## src/include/gct_pkg.sv

```systemverilog
/*
  Shared constants of the general counter/timer block: register map,
  control field positions, clock source codes, modes and prescale counts.
  Assumes a single 40 MHz system clock and an 8-bit register address.
*/
package gct_pkg;
  localparam int unsigned NTMR = 6;
  localparam int unsigned DW = 32;
  localparam int unsigned AW = 8;
  localparam int unsigned NSYNC = 10;

  // Register map: timer n owns four words at n*4; the field is addr[1:0].
  localparam logic [1:0] FLD_CTRL = 2'h0;
  localparam logic [1:0] FLD_RELOAD = 2'h1;
  localparam logic [1:0] FLD_COUNT = 2'h2;
  localparam logic [1:0] FLD_CAPTURE = 2'h3;
  localparam logic [7:0] REG_STATUS = 8'h20;
  localparam logic [7:0] REG_MASK = 8'h21;

  // Control word fields.
  localparam int unsigned CTRL_W = 10;
  localparam int unsigned CTRL_RUN = 0;
  localparam int unsigned CTRL_CLK_LO = 1;
  localparam int unsigned CTRL_MODE_LO = 4;
  localparam int unsigned CTRL_CAPEN = 6;
  localparam int unsigned CTRL_CAPSRC_LO = 7;
  localparam int unsigned CTRL_CHAIN = 9;
  localparam logic [CTRL_W-1:0] CTRL_RESET = 10'h000;
  localparam logic [15:0] RELOAD_RESET = 16'h0000;

  // Clock source codes, also the index into the tick vector.
  localparam logic [2:0] CLK_SYS = 3'h0;
  localparam logic [2:0] CLK_DIV12 = 3'h1;
  localparam logic [2:0] CLK_DIV4 = 3'h2;
  localparam logic [2:0] CLK_DIV48 = 3'h3;
  localparam logic [2:0] CLK_EXT8 = 3'h4;
  localparam logic [2:0] CLK_PIN = 3'h5;
  localparam logic [2:0] CLK_LFO8 = 3'h6;

  // Classic timer modes and the auto-reload timer modes.
  localparam logic [1:0] MODE_13BIT = 2'h0;
  localparam logic [1:0] MODE_16BIT = 2'h1;
  localparam logic [1:0] MODE_8BIT_AR = 2'h2;
  localparam logic [1:0] MODE_SPLIT = 2'h3;
  localparam logic [1:0] MODE_AR16 = 2'h0;
  localparam logic [1:0] MODE_AR_SPLIT = 2'h1;

  // Capture source codes.
  localparam logic [1:0] CAP_PIN = 2'h0;
  localparam logic [1:0] CAP_LFO = 2'h1;
  localparam logic [1:0] CAP_CMP0 = 2'h2;
  localparam logic [1:0] CAP_CLU = 2'h3;

  // Synchroniser lanes: timer pins, then the shared inputs.
  localparam int unsigned SY_EXT = 6;
  localparam int unsigned SY_LFO = 7;
  localparam int unsigned SY_CMP0 = 8;
  localparam int unsigned SY_CLU = 9;

  // Prescale divisors (counter terminal values are divisor minus one).
  localparam logic [5:0] DIV48_LAST = 6'h2f;
  localparam logic [3:0] DIV12_LAST = 4'hb;
  localparam logic [1:0] DIV4_LAST = 2'h3;
  localparam logic [2:0] DIV8_LAST = 3'h7;

  // Status and mask layout: overflow, high-byte overflow, capture.
  localparam int unsigned ST_W = 18;
  localparam int unsigned ST_OVF = 0;
  localparam int unsigned ST_OVH = 6;
  localparam int unsigned ST_CAP = 12;
endpackage

```

## src/core/gct_timers.sv

```systemverilog
/*
  Six 16-bit counter/timers with a register port and one interrupt line.
  Assumes pins and the oscillator/comparator/logic inputs are asynchronous
  to mclk and much slower than it; the power mode input is on mclk.
*/
// Strobed register access and the register addresses were decided locally.
// Functional notes
// - Six timers: two classic, four auto-reload.
// - Timers measure, count events, raise interrupts.
// - Timers 0/1 clock: sys, /12, /4, /48, ext/8, pin.
// - Timers 0/1: 8-bit AR, 13, 16, dual 8.
// - Dual 8-bit split only on timer 0.
// - Timers 2-5 clock: sys, /12, ext/8.
// - Timers 3/4 also low-frequency /8, runs in low power.
// - Timer 4 overflow wakes the device.
// - Timer 4 may chain after timer 3.
// - Timers 2-5: 16-bit or dual 8-bit auto-reload.
// - Timers 2-5 capture on pin, oscillator, comparator, logic.
`timescale 1ns/1ps
module gct_timers (
  input wire logic mclk,
  input wire logic rstn,
  input wire logic [gct_pkg::AW-1:0] addr,
  input wire logic [gct_pkg::DW-1:0] wdata,
  input wire logic wr,
  input wire logic rd,
  output logic [gct_pkg::DW-1:0] rdata,
  input wire logic [gct_pkg::NTMR-1:0] tmr_pin,
  input wire logic ext_clk,
  input wire logic low_freq_oscillator,
  input wire logic cmp0_out,
  input wire logic clu_out,
  input wire logic low_power,
  output logic irq,
  output logic wake
);
  import gct_pkg::*;

  typedef struct packed {
    logic [NSYNC-1:0] sy1;
    logic [NSYNC-1:0] sy2;
    logic [NSYNC-1:0] sy3;
    logic [5:0] p48;
    logic [3:0] p12;
    logic [1:0] p4;
    logic [2:0] ediv;
    logic [2:0] ldiv;
    logic [NTMR-1:0][CTRL_W-1:0] ctrl;
    logic [NTMR-1:0][15:0] rld;
    logic [NTMR-1:0][15:0] cnt;
    logic [NTMR-1:0][15:0] cap;
    logic [ST_W-1:0] stat;
    logic [ST_W-1:0] mask;
    logic [DW-1:0] rdata;
    logic irq;
    logic wake;
  } gct_state_t;

  gct_state_t st;
  gct_state_t next_st;

  // Legal clock sources differ per timer; an illegal choice never ticks.
  function automatic logic src_ok(input int unsigned n, input logic [2:0] sel);
    logic ok;
    ok = 1'b0;
    if (n < 2) begin
      ok = (sel <= CLK_PIN);
    end else if (sel == CLK_SYS || sel == CLK_DIV12 || sel == CLK_EXT8) begin
      ok = 1'b1;
    end else if ((n == 3 || n == 4) && sel == CLK_LFO8) begin
      ok = 1'b1;
    end
    return ok;
  endfunction

  // Decodes the timer index from an address; valid only below the globals.
  function automatic logic tmr_hit(input logic [AW-1:0] a, input int unsigned n);
    return a[AW-1:2] == n[AW-3:0];
  endfunction

  logic [NSYNC-1:0] edges;
  logic [7:0] ticks;
  logic [ST_W-1:0] ev;
  logic t3_ovf;
  logic t4_ovf;

  always_comb begin
    logic [2:0] sel;
    logic [1:0] mode;
    logic tick;
    logic ovf;
    logic ovh;
    logic [12:0] v13;
    logic capev;
    next_st = st;
    sel = 3'h0;
    mode = 2'h0;
    tick = 1'b0;
    ovf = 1'b0;
    ovh = 1'b0;
    v13 = 13'h0000;
    capev = 1'b0;
    ev = '0;
    t3_ovf = 1'b0;
    t4_ovf = 1'b0;

    next_st.sy1 = {clu_out, cmp0_out, low_freq_oscillator, ext_clk, tmr_pin};
    next_st.sy2 = st.sy1;
    next_st.sy3 = st.sy2;
    edges = st.sy2 & ~st.sy3;

    // Prescalers: free-running so every timer sees the same phase.
    next_st.p48 = (st.p48 == DIV48_LAST) ? 6'h00 : st.p48 + 6'h01;
    next_st.p12 = (st.p12 == DIV12_LAST) ? 4'h0 : st.p12 + 4'h1;
    next_st.p4 = st.p4 + 2'h1;
    if (edges[SY_EXT]) begin
      next_st.ediv = st.ediv + 3'h1;
    end
    if (edges[SY_LFO]) begin
      next_st.ldiv = st.ldiv + 3'h1;
    end
    ticks = 8'h00;
    ticks[CLK_SYS] = 1'b1;
    ticks[CLK_DIV12] = (st.p12 == DIV12_LAST);
    ticks[CLK_DIV4] = (st.p4 == DIV4_LAST);
    ticks[CLK_DIV48] = (st.p48 == DIV48_LAST);
    ticks[CLK_EXT8] = edges[SY_EXT] && (st.ediv == DIV8_LAST);
    ticks[CLK_LFO8] = edges[SY_LFO] && (st.ldiv == DIV8_LAST);

    for (int unsigned n = 0; n < NTMR; n++) begin
      sel = st.ctrl[n][CTRL_CLK_LO +: 3];
      mode = st.ctrl[n][CTRL_MODE_LO +: 2];
      ticks[CLK_PIN] = edges[n];
      tick = st.ctrl[n][CTRL_RUN] && src_ok(n, sel) && ticks[sel];
      // In low power only the low-frequency clocked timers keep going.
      if (low_power && !((n == 3 || n == 4) && sel == CLK_LFO8)) begin
        tick = 1'b0;
      end
      if (n == 4 && st.ctrl[n][CTRL_CHAIN]) begin
        tick = st.ctrl[n][CTRL_RUN] && t3_ovf;
      end
      ovf = 1'b0;
      ovh = 1'b0;
      if (tick) begin
        if (n < 2) begin
          case (mode)
            MODE_13BIT: begin
              v13 = {st.cnt[n][15:8], st.cnt[n][4:0]};
              ovf = &v13;
              v13 = v13 + 13'h0001;
              next_st.cnt[n][15:8] = v13[12:5];
              next_st.cnt[n][4:0] = v13[4:0];
            end
            MODE_16BIT: begin
              ovf = &st.cnt[n];
              next_st.cnt[n] = st.cnt[n] + 16'h0001;
            end
            MODE_8BIT_AR: begin
              ovf = &st.cnt[n][7:0];
              next_st.cnt[n][7:0] = ovf ? st.rld[n][7:0] : st.cnt[n][7:0] + 8'h01;
            end
            default: begin
              // Timer 1 holds still in split mode; the classic part did too.
              if (n == 0) begin
                ovf = &st.cnt[n][7:0];
                ovh = &st.cnt[n][15:8];
                next_st.cnt[n][7:0] = st.cnt[n][7:0] + 8'h01;
                next_st.cnt[n][15:8] = st.cnt[n][15:8] + 8'h01;
              end
            end
          endcase
        end else if (mode == MODE_AR_SPLIT) begin
          ovf = &st.cnt[n][7:0];
          ovh = &st.cnt[n][15:8];
          next_st.cnt[n][7:0] = ovf ? st.rld[n][7:0] : st.cnt[n][7:0] + 8'h01;
          next_st.cnt[n][15:8] = ovh ? st.rld[n][15:8] : st.cnt[n][15:8] + 8'h01;
        end else begin
          ovf = &st.cnt[n];
          next_st.cnt[n] = ovf ? st.rld[n] : st.cnt[n] + 16'h0001;
        end
      end
      if (n == 3) begin
        t3_ovf = ovf;
      end
      if (n == 4) begin
        t4_ovf = ovf;
      end
      ev[ST_OVF + n] = ovf;
      ev[ST_OVH + n] = ovh;

      if (n >= 2) begin
        case (st.ctrl[n][CTRL_CAPSRC_LO +: 2])
          CAP_PIN: capev = edges[n];
          CAP_LFO: capev = edges[SY_LFO];
          CAP_CMP0: capev = edges[SY_CMP0];
          default: capev = edges[SY_CLU];
        endcase
        if (st.ctrl[n][CTRL_CAPEN] && capev) begin
          next_st.cap[n] = st.cnt[n];
          ev[ST_CAP + n] = 1'b1;
        end
      end
    end

    // Register writes; a write to the count wins over the same-cycle tick.
    if (wr) begin
      if (addr == REG_MASK) begin
        next_st.mask = wdata[ST_W-1:0];
      end else begin
        for (int unsigned n = 0; n < NTMR; n++) begin
          if (tmr_hit(addr, n)) begin
            if (addr[1:0] == FLD_CTRL) begin
              next_st.ctrl[n] = wdata[CTRL_W-1:0];
            end else if (addr[1:0] == FLD_RELOAD) begin
              next_st.rld[n] = wdata[15:0];
            end else if (addr[1:0] == FLD_COUNT) begin
              next_st.cnt[n] = wdata[15:0];
            end
          end
        end
      end
    end

    // Reads: data valid the cycle after the strobe, zero elsewhere.
    next_st.rdata = '0;
    if (rd) begin
      if (addr == REG_STATUS) begin
        next_st.rdata = {{(DW-ST_W){1'b0}}, st.stat};
      end else if (addr == REG_MASK) begin
        next_st.rdata = {{(DW-ST_W){1'b0}}, st.mask};
      end else begin
        for (int unsigned n = 0; n < NTMR; n++) begin
          if (tmr_hit(addr, n)) begin
            if (addr[1:0] == FLD_CTRL) begin
              next_st.rdata = {{(DW-CTRL_W){1'b0}}, st.ctrl[n]};
            end else if (addr[1:0] == FLD_RELOAD) begin
              next_st.rdata = {16'h0000, st.rld[n]};
            end else if (addr[1:0] == FLD_COUNT) begin
              next_st.rdata = {16'h0000, st.cnt[n]};
            end else begin
              next_st.rdata = {16'h0000, st.cap[n]};
            end
          end
        end
      end
    end

    // Reading status clears only the bits it returned; a new event wins.
    next_st.stat = st.stat;
    if (rd && addr == REG_STATUS) begin
      next_st.stat = '0;
    end
    next_st.stat = next_st.stat | ev;
    next_st.irq = |(next_st.stat & next_st.mask);
    next_st.wake = low_power && t4_ovf;
  end

  always_ff @(posedge mclk or negedge rstn) begin
    if (!rstn) begin
      st <= '0;
      for (int unsigned n = 0; n < NTMR; n++) begin
        st.ctrl[n] <= CTRL_RESET;
        st.rld[n] <= RELOAD_RESET;
      end
    end else begin
      st <= next_st;
    end
  end

  assign rdata = st.rdata;
  assign irq = st.irq;
  assign wake = st.wake;
endmodule

```

## config.mk

```make
export PLATFORM = sky130hd
export DESIGN_NAME = gct_timers
export DESIGN_NICKNAME = d
export VERILOG_FILES = /design/src/include/gct_pkg.sv /design/src/core/gct_timers.sv
export SDC_FILE = /design/constraint.sdc
export NUM_CORES = 1
export LEC_CHECK = 0
export BUFFER_PORTS_ARGS = -buffer_cell sky130_fd_sc_hd__buf_4
export CAP_MARGIN = 30
export CORE_UTILIZATION = 46
export DETAILED_ROUTE_END_ITERATION = 6
export GPL_TIMING_DRIVEN = 0
export SLEW_MARGIN = 40
export SYNTH_ARGS = -nofsm -noshare
export SYNTH_HDL_FRONTEND = slang
export SYNTH_SLANG_ARGS = --single-unit
export TNS_END_PERCENT = 30
```

## constraint.sdc

```tcl
create_clock -name mclk -period 2.35 [get_ports mclk]
set_input_delay 0.235 -clock mclk [delete_from_list [all_inputs] [get_ports mclk]]
set_output_delay 0.235 -clock mclk [all_outputs]
set_load 0.05 [all_outputs]
```

-- After elaboration in Yosys (flattened, before gate mapping)
Cells that the tools add are included.
- flip-flop bits (word level): 434
- input port bits: 55
- output and inout port bits: 34
- word-level logic and storage cells: 334
- add/subtract/negate cells: 24
- $lt $le $gt $ge: 8
- eq/ne operators: 40
- multiplexer cells: 143
- bitwise gates (word level): 6
- reductions and logical operators: 78
- operators by type and width (kind ; count):
    $mux 16 ; 57
    $mux 32 ; 8
    $mux 96 ; 2
    $add 16x1->16 const B ; 6
    $reduce_and 16->1 ; 6
    $add 8x1->8 const B ; 11
    $reduce_and 8->1 ; 11
    $mux 8 ; 10
    $mux 18 ; 3
    $mux 1 ; 43
    $pmux 5 s3 ; 2
    $reduce_and 5->1 ; 6
    $add 13x1->13 const B ; 2
    $reduce_and 13->1 ; 2
    $eq 3x3->1 const B ; 8
    $lt 3x4->1 const B ; 6
    $pmux 8 s3 ; 1
    $reduce_and 4->1 ; 6
    $logic_and 1x1->1 ; 23
    $eq 2x1->1 const B ; 11
    $and 18x18->18 ; 1
    $bmux 1 s3 ; 6
    $or 18x18->18 ; 1
    $reduce_or 18->1 ; 1
    29 further kinds ; 66

-- Logic depth before layout (Yosys ltp)
- depth after elaboration: 17
- gate-level depth with buffers: 11
- gate-level depth less buffers: 9

-- Least setup slack after synthesis
Ideal clock, no wire load.
- path kind: flip-flop to flip-flop
- start: reg st[223] in the netlist's numbering
- end: reg st[240] in the netlist's numbering
- setup time: 0.136 ns
- data arrival time: 2.164 ns
- data required time: 2.214 ns
- slack: 0.050 ns
- stages on the path, launching flop included: 9
- buffers on the path: 0
- clock period less this slack: 2.300 ns
- cell sequence: dfrtp_1 > ha_1 > nand3_1 > o31ai_2 > o2111ai_1 > o211ai_1 > nand2_1 > a2111oi_0 > o31ai_1
- RTL lines (item ; line ; RTL):
    start, declared ; gct_timers.sv:59 ; gct_state_t st;
    start signal, assigned ; gct_timers.sv:266 ; st <= next_st;

==> results list <==
- STA classifies the critical path endpoint as a register.
* Clock tree from TritonCTS: done
* Pre-CTS worst setup slack: -1.60 ns
* Total half-perimeter wirelength after legalization and detailed placement: 58.4 mm
- CP max stage delay: 0.60 ns
- Aggregate global routing overflow: 0
* Initial DRC Count: a little over 2000
- The first global-routing pass estimated 125 mm of wire.
* Unique cell type count in the Yosys netlist: slightly below 80
- Cells along the critical path: clkbuf_1, nor4b_4, nand4_1, clkbuf_1, nand2_1, nand2_1, a222oi_1, nand4_1, nand4bb_4
* RSZ-0062 raised after global routing: true
- Standard-cell row count: 80
- Instance area at placement: 24000 um2
- Count of nets left with antenna violations after detail routing: 0
- The root buffer cell chosen for the clock tree is sky130_fd_sc_hd__clkbuf_16.
- Synth Area per Inst: 10.6 um2
- Summed over all layers, the routed wires come to 85.1 mm.
* Die extent in x: 224 um
- In this run the tightest slew margin relative to its limit is 39.1%.
* Post-synthesis cell type with the largest combined area: sky130_fd_sc_hd__dfrtp_1
- For this configuration, the core starts out at a cell density of 47.0%.
* Post-synthesis cell count: 2130
* Maximum capacitance violations: 0
- Power spread over the standard cell area amounts to 687 nW/um2.
* Cell types occupying the most area after synthesis: sky130_fd_sc_hd__dfrtp_1 47%, sky130_fd_sc_hd__mux2_2 13%, sky130_fd_sc_hd__mux4_2 4.4%, sky130_fd_sc_hd__nand2_1 3.8%, sky130_fd_sc_hd__o21ai_0 3.0%
* Met3 Track Usage GR: 4.96%
* Fraction of final layout cells sized beyond drive strength 1: 31.8%
- Leakage Power: 12.2 nW
* Clock buffer depth: 3
- In the synthesized netlist the dominant register cell turns out to be sky130_fd_sc_hd__dfrtp_1.
* Die area: 50000 um2
* Synth-to-layout area growth: 20.2%
- Number of register bits inferred by synthesis: 420
- Routing usage on met1: 46.9%
- Number of synthesized flops with an enable pin: 0
- The global routing stage identified its most utilized layer as met2.
* Most instantiated cells after synthesis: 420 x sky130_fd_sc_hd__dfrtp_1, 266 x sky130_fd_sc_hd__mux2_2, 229 x sky130_fd_sc_hd__nand2_1, 139 x sky130_fd_sc_hd__nor2_1, 134 x sky130_fd_sc_hd__o21ai_0
- Count leader, synth: sky130_fd_sc_hd__dfrtp_1
* Final Power: 18.6 mW
- Vias per cell: ~6.4
- Total Routing Usage GR: 34.2%
- Actual transition at the worst max-transition pin: just over 0.9 ns
- Least setup slack across all paths after layout: -0.315 ns
- Clk sink count: 420
- Post-Syn Area: ~23000 um2
* Final layout net count: 2385
- Setup violations remaining at the end of the flow were counted as 39.
- Number of hold-slack violations in the final timing report: 0
- Pin placement for this block handled between 80 and 90 I/O pins.
* Non-Filler Cell Area, Final: 27100 um2
* Critical Path Start Type: primary input
* Clock Pin Slew Worst Setup and Hold Paths: 0.06 ns
* Post-synth top area share: between 40% and 50%
* Violated checks: negative setup slack
- Clock Latency Late Sink: 0.60 ns
- Max FO, Critical Path: 10
* CORE AREA: 48000 um2
* Final period utilization: 113%
* Number of max-slew violations in the final report: 0
- Vias post-DR: 18900
- Yosys printed 0 warnings.
- Input/output buffers: 48
- In the global route stage, met2 resource usage came out at 52.1%.
- Register-to-register setup slack: -0.28 ns
- Capture point of the worst reg-to-reg path: st[235]
- Static timing analysis puts the maximum clock frequency at about 380 MHz.
- The via count of the first global-routing pass came to 18500.
- The critical path ends at irq.
* H-tree depth: 2
* Fin crit period: about 2.7 ns
* Die Span Y: 224 um
- Setup total negative slack on the finished layout was measured at -5.44 ns.
* Maximum resistive drop on vdd: 0.513 mV
- The startpoint identified for the worst register-to-register timing path is st[421].
- Hold/Removal Path Class: in -> async
- Worst-path cell with the longest stage delay: sky130_fd_sc_hd__nor4b_4
* Final Core Density: a little under three fifths
* DRC viols: 0
* Initial antenna violation count: 4
- Dividing the detail-routed wire length by the instance count gives 28.7 um.
- Total CTS buffers: 49
- After synthesis, the share of flip-flops with an asynchronous set or reset is 100%.
- The worst register-to-register path has a depth of 13.
* Crit path launch: addr[4]
* Skew final: roughly 0.032 ns
- Routability-driven placement finished with a final weighted congestion of 0.993.
- Critical path arrival: 3.12 ns
* Number of inserted filler cells in the final layout: 4164
* DR pass1 iterations: 6
* Required arrival time at the worst endpoint: roughly 2.8 ns
* Maximum number of pins on one net before global-route repair: between 70 and 80
* Register area share after synthesis: 46.5%
- The critical path is of the in -> reg type.
- The run finished, with violations left.
## per-layer routing
layer  up-vias  share of wire [%]
met2       865                 45
met4         0                6.1
li1       8242                  -
met5         -                  0
met1      9540                 42
met3       218                7.1
## report_power, final
part / leakage (nW) / switching [mW] / internal, mW / total, mW
combinational: 5.68 / 1.44 / 1.00 / 2.44
sequential: 5.65 / 0.558 / 7.72 / 8.28
clock: 0.831 / 3.18 / 4.75 / 7.93
## flip-flops by register name (all words and copies together), names as in the netlist
| name | cells |
|---|---|
| st | 380 |
| next_st | 20 |
| rdata | 18 |
| irq | 1 |
| wake | 1 |
## timing repair
action | CTS | global route
endpoints found under the setup margin | 246 | 180
setup buffers | 32 | 11
hold buffers | 19 | 0
pin swaps | 40 | 19
gates resized for setup | 161 | 94
endpoints found under the hold margin | 252 | 0
cloned | 2 | 2
## logic make-up after synthesis
family | count (synthesis) | synth area share (%)
adder cells (fa/ha/maj) | 22 | 1.22
other | 1 | 0.0166
XOR/XNOR | 21 | 0.815
AND/OR/NAND/NOR | 616 | 13.1
flip-flops | 420 | 46.5
multiplexers | 359 | 19.8
buffers and inverters | 191 | 3.98
AO/OA/AOI/OAI | 500 | 14.5
## stage by stage
stage               hold WS, ns  std cells
global placement          0.333       2806
finish                   0.0728       2963
CTS                      0.0451       2951
detailed placement       0.0816       2813
global route             0.0780       2962
floorplan               -0.0606       2143
## how the worst min path moves through the flow
stage	startpoint	to	cells after the start	slack (ns)
after floorplan	rstn	irq	0	-0.06
after global placement	next_st[452]	next_st[442]	0	0.33
after detailed placement	rstn	st[431]	1	0.08
after CTS	rstn	st[166]	2	0.05
after global routing	rstn	st[264]	2	0.08
final	rstn	st[431]	2	0.07
## area by class of cell
class / instances / area, um2 / share of cell area [%]
clock buffer: 72 / 1460 / 5.39
antenna: 1 / 2.50 / 0.00922
sequential: 420 / 10500 / 38.7
multi-input combinational: 1534 / 12000 / 44.1
tap: 615 / 769 / 2.83
buffer: 162 / 988 / 3.64
inverter: 23 / 86.3 / 0.318
clock inverter: 18 / 208 / 0.765
timing repair buffer: 118 / 1150 / 4.24
## cell usage in the layout, fill, tap and decap left out, types with 41 or more instances in the layout
master and n:
sky130_fd_sc_hd__nand2_1 217, sky130_fd_sc_hd__buf_4 118, sky130_fd_sc_hd__clkbuf_1 48, sky130_fd_sc_hd__o21ai_0 114, sky130_fd_sc_hd__clkbuf_16 52, sky130_fd_sc_hd__clkbuf_2 41, sky130_fd_sc_hd__nand3_1 57, sky130_fd_sc_hd__mux2_2 266
sky130_fd_sc_hd__mux4_2 44, sky130_fd_sc_hd__dfrtp_1 415, sky130_fd_sc_hd__a21oi_1 69, sky130_fd_sc_hd__nor2_1 131, sky130_fd_sc_hd__mux2i_1 48
## critical path: cells and delay by family
| family | cells | cell delay [ns] |
|---|---|---|
| and+or+nand+nor | 6 | 1.74 |
| buffers and inverters | 2 | 0.72 |
| AOI/OAI and AO/OA | 1 | 0.42 |
Note: power is estimated with default switching activity, not from simulation.
